--- config.mk ---
export PLATFORM = sky130hd
export DESIGN_NAME = dcs_sequencer
export DESIGN_NICKNAME = d
export VERILOG_FILES = /design/src/dcs_pkg.sv /design/src/dcs_interval_timer.sv /design/src/dcs_sequencer.sv
export VERILOG_INCLUDE_DIRS = /design/src
export SDC_FILE = /design/constraint.sdc
export NUM_CORES = 1
export LEC_CHECK = 0
export ABC_AREA = 0
export BUFFER_PORTS_ARGS = -buffer_cell sky130_fd_sc_hd__buf_2
export CAP_MARGIN = 30
export CORE_MARGIN = 2
export CORE_UTILIZATION = 60
export CTS_BUF_LIST = sky130_fd_sc_hd__clkbuf_8
export DETAILED_ROUTE_END_ITERATION = 10
export PLACE_DENSITY = 0.82
export SLEW_MARGIN = 20
export SYNTH_ARGS = -nofsm -noshare
export SYNTH_HDL_FRONTEND = slang
export SYNTH_HIERARCHICAL = 1
export SYNTH_SLANG_ARGS = --single-unit
export TNS_END_PERCENT = 20
--- constraint.sdc ---
create_clock -name i_ref_clk -period 3.8 [get_ports i_ref_clk]
set_input_delay 0.76 -clock i_ref_clk [delete_from_list [all_inputs] [get_ports i_ref_clk]]
set_output_delay 0.76 -clock i_ref_clk [all_outputs]
set_load 0.01 [all_outputs]
--- src/dcs_map.svh ---
// Register map, field positions and timing constants of the discharge cycle sequencer
`ifndef DCS_MAP_SVH
`define DCS_MAP_SVH
// ----------------------------------------------------------------
// Register byte offsets
// ----------------------------------------------------------------
`define DCS_ADDR_CTRL 12'h000
`define DCS_ADDR_CFG2 12'h004
`define DCS_ADDR_CFG3 12'h008
`define DCS_ADDR_STATUS 12'h00c
`define DCS_ADDR_MASK 12'h010
`define DCS_ADDR_RESULT 12'h014
`define DCS_ADDR_SEQ 12'h018
// ----------------------------------------------------------------
// Field positions
// ----------------------------------------------------------------
`define DCS_CTRL_RUN 0
`define DCS_CFG2_SINGLE 2
`define DCS_CFG2_CYTIME_LO 4
`define DCS_CFG2_CYTIME_HI 13
`define DCS_CFG2_AVG_LO 14
`define DCS_CFG2_AVG_HI 23
`define DCS_CFG3_BRIDGE_LO 0
`define DCS_CFG3_BRIDGE_HI 1
`define DCS_CFG3_ADJ_LO 4
`define DCS_CFG3_ADJ_HI 9
`define DCS_CFG3_STRETCH_LO 12
`define DCS_CFG3_STRETCH_HI 13
`define DCS_CFG3_EXTRA_LO 16
`define DCS_CFG3_EXTRA_HI 19
`define DCS_ST_DONE 0
`define DCS_ST_OVF 1
// ----------------------------------------------------------------
// Reset values
// ----------------------------------------------------------------
`define DCS_CTRL_RST 32'h0000_0000
`define DCS_CFG2_RST 32'h0000_8500
`define DCS_CFG3_RST 32'h0007_0021
`define DCS_MASK_RST 2'h0
// ----------------------------------------------------------------
// Timing, result range and cycles per sample
// ----------------------------------------------------------------
`define DCS_CLK_PERIOD_NS 8
`define DCS_FAST_STEP_NS 2000
`define DCS_FAST_STEP_CYC ((`DCS_FAST_STEP_NS / `DCS_CLK_PERIOD_NS) - 1)
`define DCS_FIRE_LEAD_CYC 2
`define DCS_FAST_FIRST_CYC (`DCS_FAST_STEP_CYC - `DCS_FIRE_LEAD_CYC)
`define DCS_RES_MAX 32'sh007f_ffff
`define DCS_RES_MIN 32'shff80_0000
`define DCS_CPS_HALF 4'h2
`define DCS_CPS_FULL 4'h4
`define DCS_CPS_QUATTRO 4'h8
`endif

--- src/dcs_pkg.sv ---
// Types shared by the discharge cycle sequencer files
package dcs_pkg;
  typedef enum logic [1:0] {
    BRIDGE_HALF = 2'h0,
    BRIDGE_FULL = 2'h1,
    BRIDGE_RSVD = 2'h2,
    BRIDGE_QUATTRO = 2'h3
  } bridge_t;

  typedef enum {ST_IDLE, ST_FIRE, ST_MEAS, ST_GAP, ST_DONE} seq_state_t;

  typedef struct packed {
    logic single;
    logic [9:0] cytime;
    logic [9:0] avg;
  } cfg2_t;

  typedef struct packed {
    bridge_t bridge;
    logic [5:0] adjust;
    logic [1:0] stretch;
    logic [3:0] extra;
  } cfg3_t;

  typedef struct packed {
    logic psel;
    logic penable;
    logic pwrite;
    logic [11:0] paddr;
    logic [31:0] pwdata;
  } apb_req_t;
endpackage

--- src/dcs_interval_timer.sv ---
// Loadable down counter that steps on a tick and flags zero
`timescale 1ns/100ps
`default_nettype none
module dcs_interval_timer #(
  parameter int W = 10
) (
  input wire logic i_ref_clk,
  input wire logic i_reset_n,
  input wire logic i_load,
  input wire logic [W-1:0] i_load_val,
  input wire logic i_tick,
  output logic o_expired
);
  logic [W-1:0] cnt_reg;

  always_ff @(posedge i_ref_clk or negedge i_reset_n) begin
    if (!i_reset_n) begin
      cnt_reg <= '0;
    end else if (i_load) begin
      cnt_reg <= i_load_val;
    end else if (i_tick && (cnt_reg != '0)) begin
      cnt_reg <= cnt_reg - 1'b1;
    end
  end

  assign o_expired = (cnt_reg == '0);
endmodule
`default_nettype wire

--- src/dcs_sequencer.sv ---
// Discharge cycle sequencer with APB register file
// Behaviour
// - Successive discharges are spaced by a programmable interval covering discharge and recharge
// - Normal mode: interval is cycle field times 2 us from the fast clock
// - Stretched mode: interval counts 100 us ticks of the slow oscillator
// - Stretched mode: field sets the wait between two discharging cycles
// - Normal mode only: overflow flagged when interval expires before the discharge ends
// - Two, four or eight discharges per sample for half, full, quattro
// - One full set of cycles is one sample; one sample minimum
// - Average count samples form one measurement; cycles equal samples times per-sample
// - Extra compensation and fake cycles complete each sequence before the result
// - Result is a 24-bit two's complement word, saturated to its range
// - Bridge field: 0 half, 1 full, 3 quattro grouping
// - Stretched: half bridge pair spaced by stretch setting times 100 us
`timescale 1ns/100ps
`default_nettype none
`include "dcs_map.svh"
module dcs_sequencer
  import dcs_pkg::*;
(
  input wire logic i_ref_clk,
  input wire logic i_reset_n,
  input wire logic i_psel,
  input wire logic i_penable,
  input wire logic i_pwrite,
  input wire logic [11:0] i_paddr,
  input wire logic [31:0] i_pwdata,
  output logic [31:0] o_prdata,
  output logic o_pready,
  output logic o_pslverr,
  input wire logic i_slow_tick,
  input wire logic i_meas_done,
  input wire logic [23:0] i_meas_value,
  output logic o_discharge_start,
  output logic o_seq_done,
  output logic [23:0] o_bridge_result_word,
  output logic o_irq
);
  // Reset words held as parameters so their fields can be selected
  localparam logic [31:0] ctrl_rst = `DCS_CTRL_RST;
  localparam logic [31:0] cfg2_rst = `DCS_CFG2_RST;
  localparam logic [31:0] cfg3_rst = `DCS_CFG3_RST;
  // ----------------------------------------------------------------
  // APB register file
  // ----------------------------------------------------------------
  apb_req_t req;
  logic wr_en;
  logic run_reg;
  cfg2_t cfg2_reg;
  cfg3_t cfg3_reg;
  logic [1:0] status_reg;
  logic [1:0] status_next;
  logic [1:0] mask_reg;
  logic [1:0] status_set;
  logic [23:0] result_reg;
  logic mapped;
  seq_state_t state_reg;

  assign req = '{psel: i_psel, penable: i_penable, pwrite: i_pwrite,
                 paddr: i_paddr, pwdata: i_pwdata};
  assign wr_en = req.psel && req.penable && req.pwrite && mapped;
  assign o_pready = 1'b1;

  always_comb begin
    mapped = 1'b1;
    o_prdata = 32'h0000_0000;
    unique case (req.paddr)
      `DCS_ADDR_CTRL: o_prdata[`DCS_CTRL_RUN] = run_reg;
      `DCS_ADDR_CFG2: begin
        o_prdata[`DCS_CFG2_SINGLE] = cfg2_reg.single;
        o_prdata[`DCS_CFG2_CYTIME_HI:`DCS_CFG2_CYTIME_LO] = cfg2_reg.cytime;
        o_prdata[`DCS_CFG2_AVG_HI:`DCS_CFG2_AVG_LO] = cfg2_reg.avg;
      end
      `DCS_ADDR_CFG3: begin
        o_prdata[`DCS_CFG3_BRIDGE_HI:`DCS_CFG3_BRIDGE_LO] = cfg3_reg.bridge;
        o_prdata[`DCS_CFG3_ADJ_HI:`DCS_CFG3_ADJ_LO] = cfg3_reg.adjust;
        o_prdata[`DCS_CFG3_STRETCH_HI:`DCS_CFG3_STRETCH_LO] = cfg3_reg.stretch;
        o_prdata[`DCS_CFG3_EXTRA_HI:`DCS_CFG3_EXTRA_LO] = cfg3_reg.extra;
      end
      `DCS_ADDR_STATUS: o_prdata[1:0] = status_reg;
      `DCS_ADDR_MASK: o_prdata[1:0] = mask_reg;
      `DCS_ADDR_RESULT: o_prdata[23:0] = result_reg;
      `DCS_ADDR_SEQ: o_prdata[2:0] = 3'(state_reg);
      default: mapped = 1'b0;
    endcase
  end

  assign o_pslverr = req.psel && req.penable && !mapped;

  always_ff @(posedge i_ref_clk or negedge i_reset_n) begin
    if (!i_reset_n) begin
      cfg2_reg <= '{single: cfg2_rst[`DCS_CFG2_SINGLE],
                    cytime: cfg2_rst[`DCS_CFG2_CYTIME_HI:`DCS_CFG2_CYTIME_LO],
                    avg: cfg2_rst[`DCS_CFG2_AVG_HI:`DCS_CFG2_AVG_LO]};
      cfg3_reg <= '{bridge: bridge_t'(cfg3_rst[`DCS_CFG3_BRIDGE_HI:`DCS_CFG3_BRIDGE_LO]),
                    adjust: cfg3_rst[`DCS_CFG3_ADJ_HI:`DCS_CFG3_ADJ_LO],
                    stretch: cfg3_rst[`DCS_CFG3_STRETCH_HI:`DCS_CFG3_STRETCH_LO],
                    extra: cfg3_rst[`DCS_CFG3_EXTRA_HI:`DCS_CFG3_EXTRA_LO]};
      mask_reg <= `DCS_MASK_RST;
    end else if (wr_en) begin
      if (req.paddr == `DCS_ADDR_CFG2) begin
        cfg2_reg <= '{single: req.pwdata[`DCS_CFG2_SINGLE],
                      cytime: req.pwdata[`DCS_CFG2_CYTIME_HI:`DCS_CFG2_CYTIME_LO],
                      avg: req.pwdata[`DCS_CFG2_AVG_HI:`DCS_CFG2_AVG_LO]};
      end
      if (req.paddr == `DCS_ADDR_CFG3) begin
        cfg3_reg <= '{bridge: bridge_t'(req.pwdata[`DCS_CFG3_BRIDGE_HI:`DCS_CFG3_BRIDGE_LO]),
                      adjust: req.pwdata[`DCS_CFG3_ADJ_HI:`DCS_CFG3_ADJ_LO],
                      stretch: req.pwdata[`DCS_CFG3_STRETCH_HI:`DCS_CFG3_STRETCH_LO],
                      extra: req.pwdata[`DCS_CFG3_EXTRA_HI:`DCS_CFG3_EXTRA_LO]};
      end
      if (req.paddr == `DCS_ADDR_MASK) begin
        mask_reg <= req.pwdata[1:0];
      end
    end
  end

  // Run bit: single conversion clears it when the sequence ends
  always_ff @(posedge i_ref_clk or negedge i_reset_n) begin
    if (!i_reset_n) begin
      run_reg <= ctrl_rst[`DCS_CTRL_RUN];
    end else if (wr_en && (req.paddr == `DCS_ADDR_CTRL)) begin
      run_reg <= req.pwdata[`DCS_CTRL_RUN];
    end else if ((state_reg == ST_DONE) && cfg2_reg.single) begin
      run_reg <= 1'b0;
    end
  end

  // ----------------------------------------------------------------
  // Interrupt status
  // ----------------------------------------------------------------
  always_comb begin
    status_next = status_reg;
    if (wr_en && (req.paddr == `DCS_ADDR_STATUS)) begin
      status_next = status_reg & ~req.pwdata[1:0];
    end
    status_next = status_next | status_set;
  end

  always_ff @(posedge i_ref_clk or negedge i_reset_n) begin
    if (!i_reset_n) begin
      status_reg <= 2'h0;
    end else begin
      status_reg <= status_next;
    end
  end

  assign o_irq = |(status_reg & mask_reg);

  // ----------------------------------------------------------------
  // Interval timing
  // ----------------------------------------------------------------
  logic stretched;
  logic fast_tick;
  logic itv_tick;
  logic itv_load;
  logic [9:0] itv_val;
  logic itv_expired;
  logic [2:0] cyc_reg;

  assign stretched = (cfg3_reg.stretch != 2'h0);
  assign itv_load = (state_reg == ST_FIRE);

  // fast step prescaler
  // First step is shortened by the fire cycle and the gap exit cycle
  dcs_interval_timer #(.W(8)) u_prescale (
    .i_ref_clk(i_ref_clk),
    .i_reset_n(i_reset_n),
    .i_load(fast_tick || itv_load),
    .i_load_val(itv_load ? 8'(`DCS_FAST_FIRST_CYC) : 8'(`DCS_FAST_STEP_CYC)),
    .i_tick(1'b1),
    .o_expired(fast_tick)
  );

  assign itv_tick = stretched ? i_slow_tick : (fast_tick && !itv_load);

  always_comb begin
    itv_val = cfg2_reg.cytime;
    if (stretched && !cyc_reg[0]) begin
      itv_val = {8'h00, cfg3_reg.stretch};
    end
  end

  dcs_interval_timer #(.W(10)) u_interval (
    .i_ref_clk(i_ref_clk),
    .i_reset_n(i_reset_n),
    .i_load(itv_load),
    .i_load_val(itv_val),
    .i_tick(itv_tick),
    .o_expired(itv_expired)
  );

  // ----------------------------------------------------------------
  // Sequence counters
  // ----------------------------------------------------------------
  logic [3:0] cps;
  logic [9:0] avg_eff;
  logic [9:0] sample_reg;
  logic [3:0] extra_reg;
  logic in_extra_reg;
  logic cycle_ok;
  logic sample_end;
  logic seq_last;

  // cycles per sample from bridge type
  always_comb begin
    unique case (cfg3_reg.bridge)
      BRIDGE_HALF: cps = `DCS_CPS_HALF;
      BRIDGE_QUATTRO: cps = `DCS_CPS_QUATTRO;
      default: cps = `DCS_CPS_FULL;
    endcase
  end

  assign avg_eff = (cfg2_reg.avg == 10'h000) ? 10'h001 : cfg2_reg.avg;
  assign cycle_ok = (state_reg == ST_MEAS) && i_meas_done;
  assign sample_end = ({1'b0, cyc_reg} == (cps - 4'h1));
  assign seq_last = in_extra_reg ? (extra_reg == (cfg3_reg.extra - 4'h1))
                  : (sample_end && (sample_reg == (avg_eff - 10'h001))
                     && (cfg3_reg.extra == 4'h0));

  always_ff @(posedge i_ref_clk or negedge i_reset_n) begin
    if (!i_reset_n) begin
      cyc_reg <= 3'h0;
      sample_reg <= 10'h000;
      extra_reg <= 4'h0;
      in_extra_reg <= 1'b0;
    end else if (state_reg == ST_IDLE || state_reg == ST_DONE) begin
      cyc_reg <= 3'h0;
      sample_reg <= 10'h000;
      extra_reg <= 4'h0;
      in_extra_reg <= 1'b0;
    end else if (cycle_ok) begin
      if (in_extra_reg) begin
        extra_reg <= extra_reg + 4'h1;
      end else if (sample_end) begin
        cyc_reg <= 3'h0;
        sample_reg <= sample_reg + 10'h001;
        if (sample_reg == (avg_eff - 10'h001)) begin
          in_extra_reg <= 1'b1;
        end
      end else begin
        cyc_reg <= cyc_reg + 3'h1;
      end
    end
  end

  // ----------------------------------------------------------------
  // Sequence state machine
  // ----------------------------------------------------------------
  always_ff @(posedge i_ref_clk or negedge i_reset_n) begin
    if (!i_reset_n) begin
      state_reg <= ST_IDLE;
    end else begin
      unique case (state_reg)
        ST_IDLE: if (run_reg) state_reg <= ST_FIRE;
        ST_FIRE: state_reg <= ST_MEAS;
        ST_MEAS: if (i_meas_done) state_reg <= seq_last ? ST_DONE : ST_GAP;
        ST_GAP: if (itv_expired) state_reg <= run_reg ? ST_FIRE : ST_IDLE;
        ST_DONE: state_reg <= (run_reg && !cfg2_reg.single) ? ST_GAP : ST_IDLE;
      endcase
    end
  end

  assign o_discharge_start = (state_reg == ST_FIRE);
  assign o_seq_done = (state_reg == ST_DONE);

  // ----------------------------------------------------------------
  // Accumulation and result
  // ----------------------------------------------------------------
  logic signed [31:0] acc_reg;
  logic signed [31:0] acc_sat;

  always_ff @(posedge i_ref_clk or negedge i_reset_n) begin
    if (!i_reset_n) begin
      acc_reg <= 32'sh0000_0000;
    end else if (state_reg == ST_DONE) begin
      acc_reg <= 32'sh0000_0000;
    end else if (cycle_ok && !in_extra_reg) begin
      acc_reg <= cyc_reg[0] ? acc_reg - 32'(signed'(i_meas_value))
                            : acc_reg + 32'(signed'(i_meas_value));
    end
  end

  always_comb begin
    acc_sat = acc_reg;
    if (acc_reg > `DCS_RES_MAX) acc_sat = `DCS_RES_MAX;
    if (acc_reg < `DCS_RES_MIN) acc_sat = `DCS_RES_MIN;
  end

  always_ff @(posedge i_ref_clk or negedge i_reset_n) begin
    if (!i_reset_n) begin
      result_reg <= 24'h00_0000;
    end else if (state_reg == ST_DONE) begin
      result_reg <= acc_sat[23:0];
    end
  end

  assign o_bridge_result_word = result_reg;

  assign status_set[`DCS_ST_DONE] = (state_reg == ST_DONE);
  assign status_set[`DCS_ST_OVF] = (state_reg == ST_MEAS) && itv_expired
                                   && !i_meas_done && !stretched;

  // ----------------------------------------------------------------
  // Assertions
  // ----------------------------------------------------------------
  AST_FIRE_ONE_CYCLE: assert property (@(posedge i_ref_clk) disable iff (!i_reset_n)
    o_discharge_start |=> !o_discharge_start && state_reg == ST_MEAS)
    else $error("discharge start not a single pulse");
  AST_GAP_HOLDS: assert property (@(posedge i_ref_clk) disable iff (!i_reset_n)
    (state_reg == ST_GAP && !itv_expired) |=> !o_discharge_start)
    else $error("discharge started before interval elapsed");
  AST_FAST_STEP: assert property (@(posedge i_ref_clk) disable iff (!i_reset_n)
    (fast_tick && !itv_load) |=> !fast_tick [*8])
    else $error("fast step tick too frequent");
  AST_PAIR_SPACING: assert property (@(posedge i_ref_clk) disable iff (!i_reset_n)
    (itv_load && stretched && !cyc_reg[0]) |-> itv_val == {8'h00, cfg3_reg.stretch})
    else $error("pair spacing not from stretch setting");
  AST_STRETCH_WAIT: assert property (@(posedge i_ref_clk) disable iff (!i_reset_n)
    (itv_load && stretched && cyc_reg[0]) |-> itv_val == cfg2_reg.cytime)
    else $error("stretched wait not from cycle field");
  AST_OVERFLOW: assert property (@(posedge i_ref_clk) disable iff (!i_reset_n)
    (state_reg == ST_MEAS && itv_expired && !i_meas_done && !stretched)
    |=> status_reg[`DCS_ST_OVF])
    else $error("overflow not flagged");
  AST_CYC_RANGE: assert property (@(posedge i_ref_clk) disable iff (!i_reset_n)
    {1'b0, cyc_reg} < cps)
    else $error("cycle index beyond bridge grouping");
  AST_SAMPLES: assert property (@(posedge i_ref_clk) disable iff (!i_reset_n)
    o_seq_done |-> sample_reg == avg_eff)
    else $error("sequence ended with wrong sample count");
  AST_EXTRAS: assert property (@(posedge i_ref_clk) disable iff (!i_reset_n)
    o_seq_done |-> extra_reg == cfg3_reg.extra)
    else $error("sequence ended with wrong extra count");
  AST_RESULT: assert property (@(posedge i_ref_clk) disable iff (!i_reset_n)
    !o_seq_done |=> $stable(result_reg))
    else $error("result changed outside sequence end");
  AST_SATURATE: assert property (@(posedge i_ref_clk) disable iff (!i_reset_n)
    o_seq_done && acc_reg > `DCS_RES_MAX |=> result_reg == 24'h7f_ffff)
    else $error("result not saturated high");
  AST_IRQ: assert property (@(posedge i_ref_clk) disable iff (!i_reset_n)
    $rose(status_reg[`DCS_ST_DONE]) && mask_reg[`DCS_ST_DONE] |-> o_irq)
    else $error("interrupt missing");
endmodule
`default_nettype wire

Word level (Yosys, flattened, before mapping)
Index checks and enable logic that the tools add are counted.
{ "totals": {"register_bits": 164, "input_bits": 75, "output_inout_bits": 61} }
{ "classes": {"addsub": 10, "magnitude_cmp": 2, "eq_ne": 21, "muxes": 52, "n_bitwise": 4, "n_reduce_logical": 54} }
{ "ops": {"columns": ["op", "count"], "rows": [
  ["32-bit two-way mux", 6],
  ["32-bit case mux with 5 select lines", 1],
  ["32-bit by 2-bit equality test with 1-bit output, second input constant", 3],
  ["10-bit two-way mux", 8],
  ["32-bit by 3-bit equality test with 1-bit output, second input constant", 2],
  ["32-bit logical NOT", 2],
  ["24-bit two-way mux", 2],
  ["12-bit by 5-bit equality test with 1-bit output, second input constant", 3],
  ["32-bit by 24-bit adder with 32-bit output", 1],
  ["32-bit by 1-bit equality test with 1-bit output, second input constant", 1],
  ["32-bit by 4-bit equality test with 1-bit output, second input constant", 1],
  ["32-bit by 24-bit > comparator with 1-bit output, second input constant", 1],
  ["32-bit by 24-bit < comparator with 1-bit output, second input constant", 1],
  ["32-bit by 24-bit subtractor with 32-bit output", 1],
  ["12-bit by 4-bit equality test with 1-bit output, second input constant", 2],
  ["10-bit logical NOT", 2],
  ["10-bit by 1-bit subtractor with 10-bit output, second input constant", 2],
  ["1-bit logical AND", 18],
  ["6-bit case mux with 3 select lines", 1],
  ["4-bit two-way mux", 4],
  ["8-bit two-way mux", 2],
  ["4-bit case mux with 2 select lines", 2],
  ["2-bit nonzero test", 8],
  ["3-bit two-way mux", 5],
  ["other kinds (35)", 64]
]} }

Longest topological paths before layout
{ "depth": {"ltp_word": 10, "ltp_mapped": 19, "depth_no_buf": 19} }

Modules after synthesis
Netlist, hierarchy kept.
{ "by_module_without_submodules": {"columns": ["module", "instances", "cells_per_inst", "area_each_um2", "seq_area_each_um2"], "rows": [
  ["dcs_sequencer", 1, 905, 7973.9, 2937.8],
  ["dcs_interval_timer at u_interval", 1, 67, 621.8, 250.2],
  ["dcs_interval_timer at u_prescale", 1, 58, 528.0, 200.2]
]} }

Worst setup path before layout
OpenSTA, ideal clock, no wires.
{ "synth_timing": {"path_type": "in2reg", "from": "in i_meas_value[0]", "to": "reg acc_reg[31]", "arrival_ps": 3793, "required_ps": 3721, "setup_slack_ps": -72, "stages": 18, "n_path_buf": 0, "cell_sequence": "inv_1 -> ha_1 -> nand2_1 -> nor4_1 -> and2_1 -> nand2_1 -> nor3_1 -> nor2_1 -> xnor2_1 -> ha_1 -> o21a_1 -> o21a_1 -> o21a_1 -> o211ai_1 -> a221o_1 -> a2111o_1 -> nand3_1 -> mux2i_1"} }
{ "synth_between": {"elab_chain_len": 4} }
{ "synth_rtl": {"columns": ["element", "line", "rtl"], "rows": [
  ["start: declaration", "dcs_sequencer.sv:33", "input wire logic [23:0] i_meas_value,"],
  ["32-bit by 24-bit adder with 32-bit output / 32-bit by 24-bit subtractor with 32-bit output (equally long branches)", "dcs_sequencer.sv:280, dcs_sequencer.sv:279", null],
  ["32-bit two-way mux *", "dcs_sequencer.sv:279", "acc_reg <= cyc_reg[0] ? acc_reg - 32'(signed'(i_meas_value))"],
  ["32-bit two-way mux *", "dcs_sequencer.sv:278", "end else if (cycle_ok && !in_extra_reg) begin"],
  ["32-bit two-way mux *", "dcs_sequencer.sv:276", "end else if (state_reg == ST_DONE) begin"],
  ["end signal: assignment", "dcs_sequencer.sv:279", null],
  ["end: declaration", "dcs_sequencer.sv:270", "logic signed [31:0] acc_reg;"]
]} }
Every way passes the cells marked *; elsewhere a longest branch is shown, timed or not. The select of a mux whose other input is x is not followed.
A chain may end at the register's enable or synchronous reset.

Worst setup path after layout
Same ends and word-level chain as after synthesis.

==> results_dict.tcl <==
set metrics [dict create \
    status "completed" \
    fmax_mhz 276 \
    irDropWorstVdd_uv 344 \
    clock_skew_ns 0.0121 \
    portBuffers 117 \
    max-cap-violations 0 \
    design_area_um2 11200 \
    max_slew_margin_pct 46.3 \
    antenna_found_initial 0 \
    synth_top_area_share_pct 34.8 \
    wirelength_um 23100 \
    place_congestion 0.894 \
    cp_max_fo 5 \
    finalHoldViolCount 0 \
    syn_area_um2 9120 \
    dr.max_layer_used "met4" \
    synthTopCellsByArea "dfrtp_1 (35%), o21ai_0 (6.0%), ha_1 (5.5%), xnor2_1 (5.4%), mux2_2 (5.2%)" \
    layout-drive-gt1-share_pct 28.2 \
    regArea_um2 3390 \
    fillers 1096 \
    routed-wl-met3_um 1030 \
    cp.required_ns 4.17 \
    grt.overflow.total 0 \
    dieWidth_um 127 \
    vias_per_cell 5.90 \
    cts_buffer_depth 2 \
    drt_iter0_markers 652 \
    synth_top_area_cell "dfrtp_1" \
    hold_buffers 0 \
    antenna_cells 0 \
    finalCriticalPeriod_ns 3.63 \
    ios 136 \
    yosysSeqAreaShare_pct 37.1 \
    mostFrequentLayoutCell "dfrtp_1" \
    yosysUniqueCellTypes 73 \
    syn_inst 1030 \
    grt_max_degree 88 \
    cp-end-kind "flop" \
    rsz0062_at_grt "true" \
    tightest_slew_ns 0.806 \
    fin_worst_hold_slack_ns 0.345 \
    ys_ff_latch 135 \
    htree_levels 4 \
    drc_errors 0 \
    final_nets 1361 \
    cts_tree "yes" \
    hp-class "input port to async pin" \
    first_pass_iters 5 \
    dieHeight_um 127 \
    synth-edff-count 0 \
    clk_pin_slew_ns 0.09 \
    rows 45 \
    core_um2 15000 \
    grt_pass1_vias 8007 \
    wl_met2_um 11200 \
    grt_pass1_wl_um 38000 \
    cts_buffers 17 \
    cts_sinks 135 \
    p_per_area_nw_per_um2 683 \
    dp_hpwl_um 17400 \
    power_leakage_nw 5.55 \
    arrival_ns 4.00 \
    final_cell_mix "dfrtp_1 (127), buf_4 (122), buf_2 (116)" \
    yosys_warnings 6 \
    gr-usage-all-layers_pct 28.6 \
    vias 8527 \
    avgSynthCellArea_um2 8.86 \
    drv_slew 0 \
    finalCritPeriodShare_pct 95.5 \
    areaGrowthSynthToFinish_pct 22.7 \
    async_flop_share_pct 100 \
    wl_per_cell_um 16.0 \
    die_area_um2 16200 \
    start_util_pct 60.7 \
    multi_input_area_um2 5450 \
    setup_viol 0 \
    finalPower_mw 7.65 \
    yosys_most_used_dff "dfrtp_1" \
    place_area_um2 10700 \
    detail-route-antenna-nets 0 \
    clock_latency_ns 0.45 \
    root_buffer "clkbuf_8" \
    routedLengthMet1_um 10400 \
    largest_reg_flops 32 \
    start_kind "input port" \
    worstSetupPathType "input port to flop" \
]
==> repair_timing <==
action | CTS | global route
gates resized for setup | 0 | 19
setup endpoints to repair | 0 | 9
buffers inserted | 0 | 1
==> per-layer routing <==
metal,global-route usage (%),vias up
met5,0,-
met4,9.44,0
met3,3.77,43
met2,46.9,257
met1,39.5,4086
li1,-,4141
==> cells in the mapped netlist (all sizes together) (6+ instances only) <==
| cell | instances |
|---|---|
| a21o | 30 |
| a21oi | 59 |
| a222oi | 12 |
| a22o | 9 |
| a31oi | 10 |
| and2 | 17 |
| and3 | 6 |
| buf | 18 |
| clkbuf | 44 |
| dfrtp | 127 |
| dfstp | 8 |
| ha | 40 |
| inv | 45 |
| mux2 | 42 |
| mux2i | 11 |
| nand2 | 74 |
| nand2b | 7 |
| nand3 | 48 |
| nand4 | 10 |
| nor2 | 70 |
| nor2b | 10 |
| nor3 | 25 |
| nor3b | 9 |
| nor4 | 10 |
| nor4b | 6 |
| o211ai | 7 |
| o21ai | 110 |
| or3 | 10 |
| or4 | 8 |
| xnor2 | 56 |
| xor2 | 23 |
==> power breakdown <==
group	total, mW	internal [mW]	switching (mW)
Sequential	2.08	1.73	0.342
Combinational	4.29	2.14	2.15
Clock	1.28	0.665	0.619
==> through the flow <==
stage	TNS [ns]	util, %	instances	worst slack (ns)
floorplan	0	-	1048	0.00954
global placement	-1.74	71.1	1412	-0.228
detailed placement	-2.65	71.1	1413	-0.312
CTS	0	73.9	1445	0.156
global route	-0.0698	74.5	1446	-0.0644
finish	0	74.5	1446	0.172
==> worst paths after layout <==
| check | from | to | slack, ns | cells past startpoint |
|---|---|---|---|---|
| min reg2reg | o_bridge_result_word[5] | o_bridge_result_word[5] | 0.51 | 2 |
| max in group asynchronous | i_reset_n | cfg3_reg[7] | 2.67 | 2 |
| max | i_meas_value[0] | acc_reg[31] | 0.17 | 19 |
| min | i_reset_n | u_interval/cnt_reg[3] | 0.34 | 1 |
| min in group i_ref_clk | o_bridge_result_word[5] | o_bridge_result_word[5] | 0.51 | 2 |
| max reg2reg | cfg2_reg[5] | state_reg[1] | 0.27 | 14 |
==> critical path: stages <==
cell and delay, ns:
buf_2 0.10, inv_1 0.07, ha_2 0.18, nand2_2 0.07
nor4_4 0.24, and2_4 0.20, nand2_2 0.08, nor3_2 0.16
nor2_1 0.06, xnor2_1 0.14, ha_1 0.36, o21a_1 0.14
o21a_1 0.10, o21a_1 0.10, o211ai_1 0.11, a221o_1 0.42
a2111o_1 0.41, nand3_2 0.10, mux2i_1 0.18
==> cells by family after synthesis <==
group | synth area share [%]
buffers and inverters | 4.92
and+or+nand+nor | 18.0
xor gates and xnor gates | 7.58
adders and majority gates | 5.70
other | 0.0823
AOI/OAI and AO/OA | 20.2
muxes | 6.39
DFF | 37.1
==> final cells by class <==
cell class,count,share of cell area (%)
Clock buffer,17,2.09
Clock inverter,15,1.72
Inverter,46,1.54
Multi-Input combinational cell,805,48.6
Sequential cell,135,30.3
Tap cell,188,2.10
Timing Repair Buffer,240,13.6
Note: power is estimated with default switching activity, not from simulation.
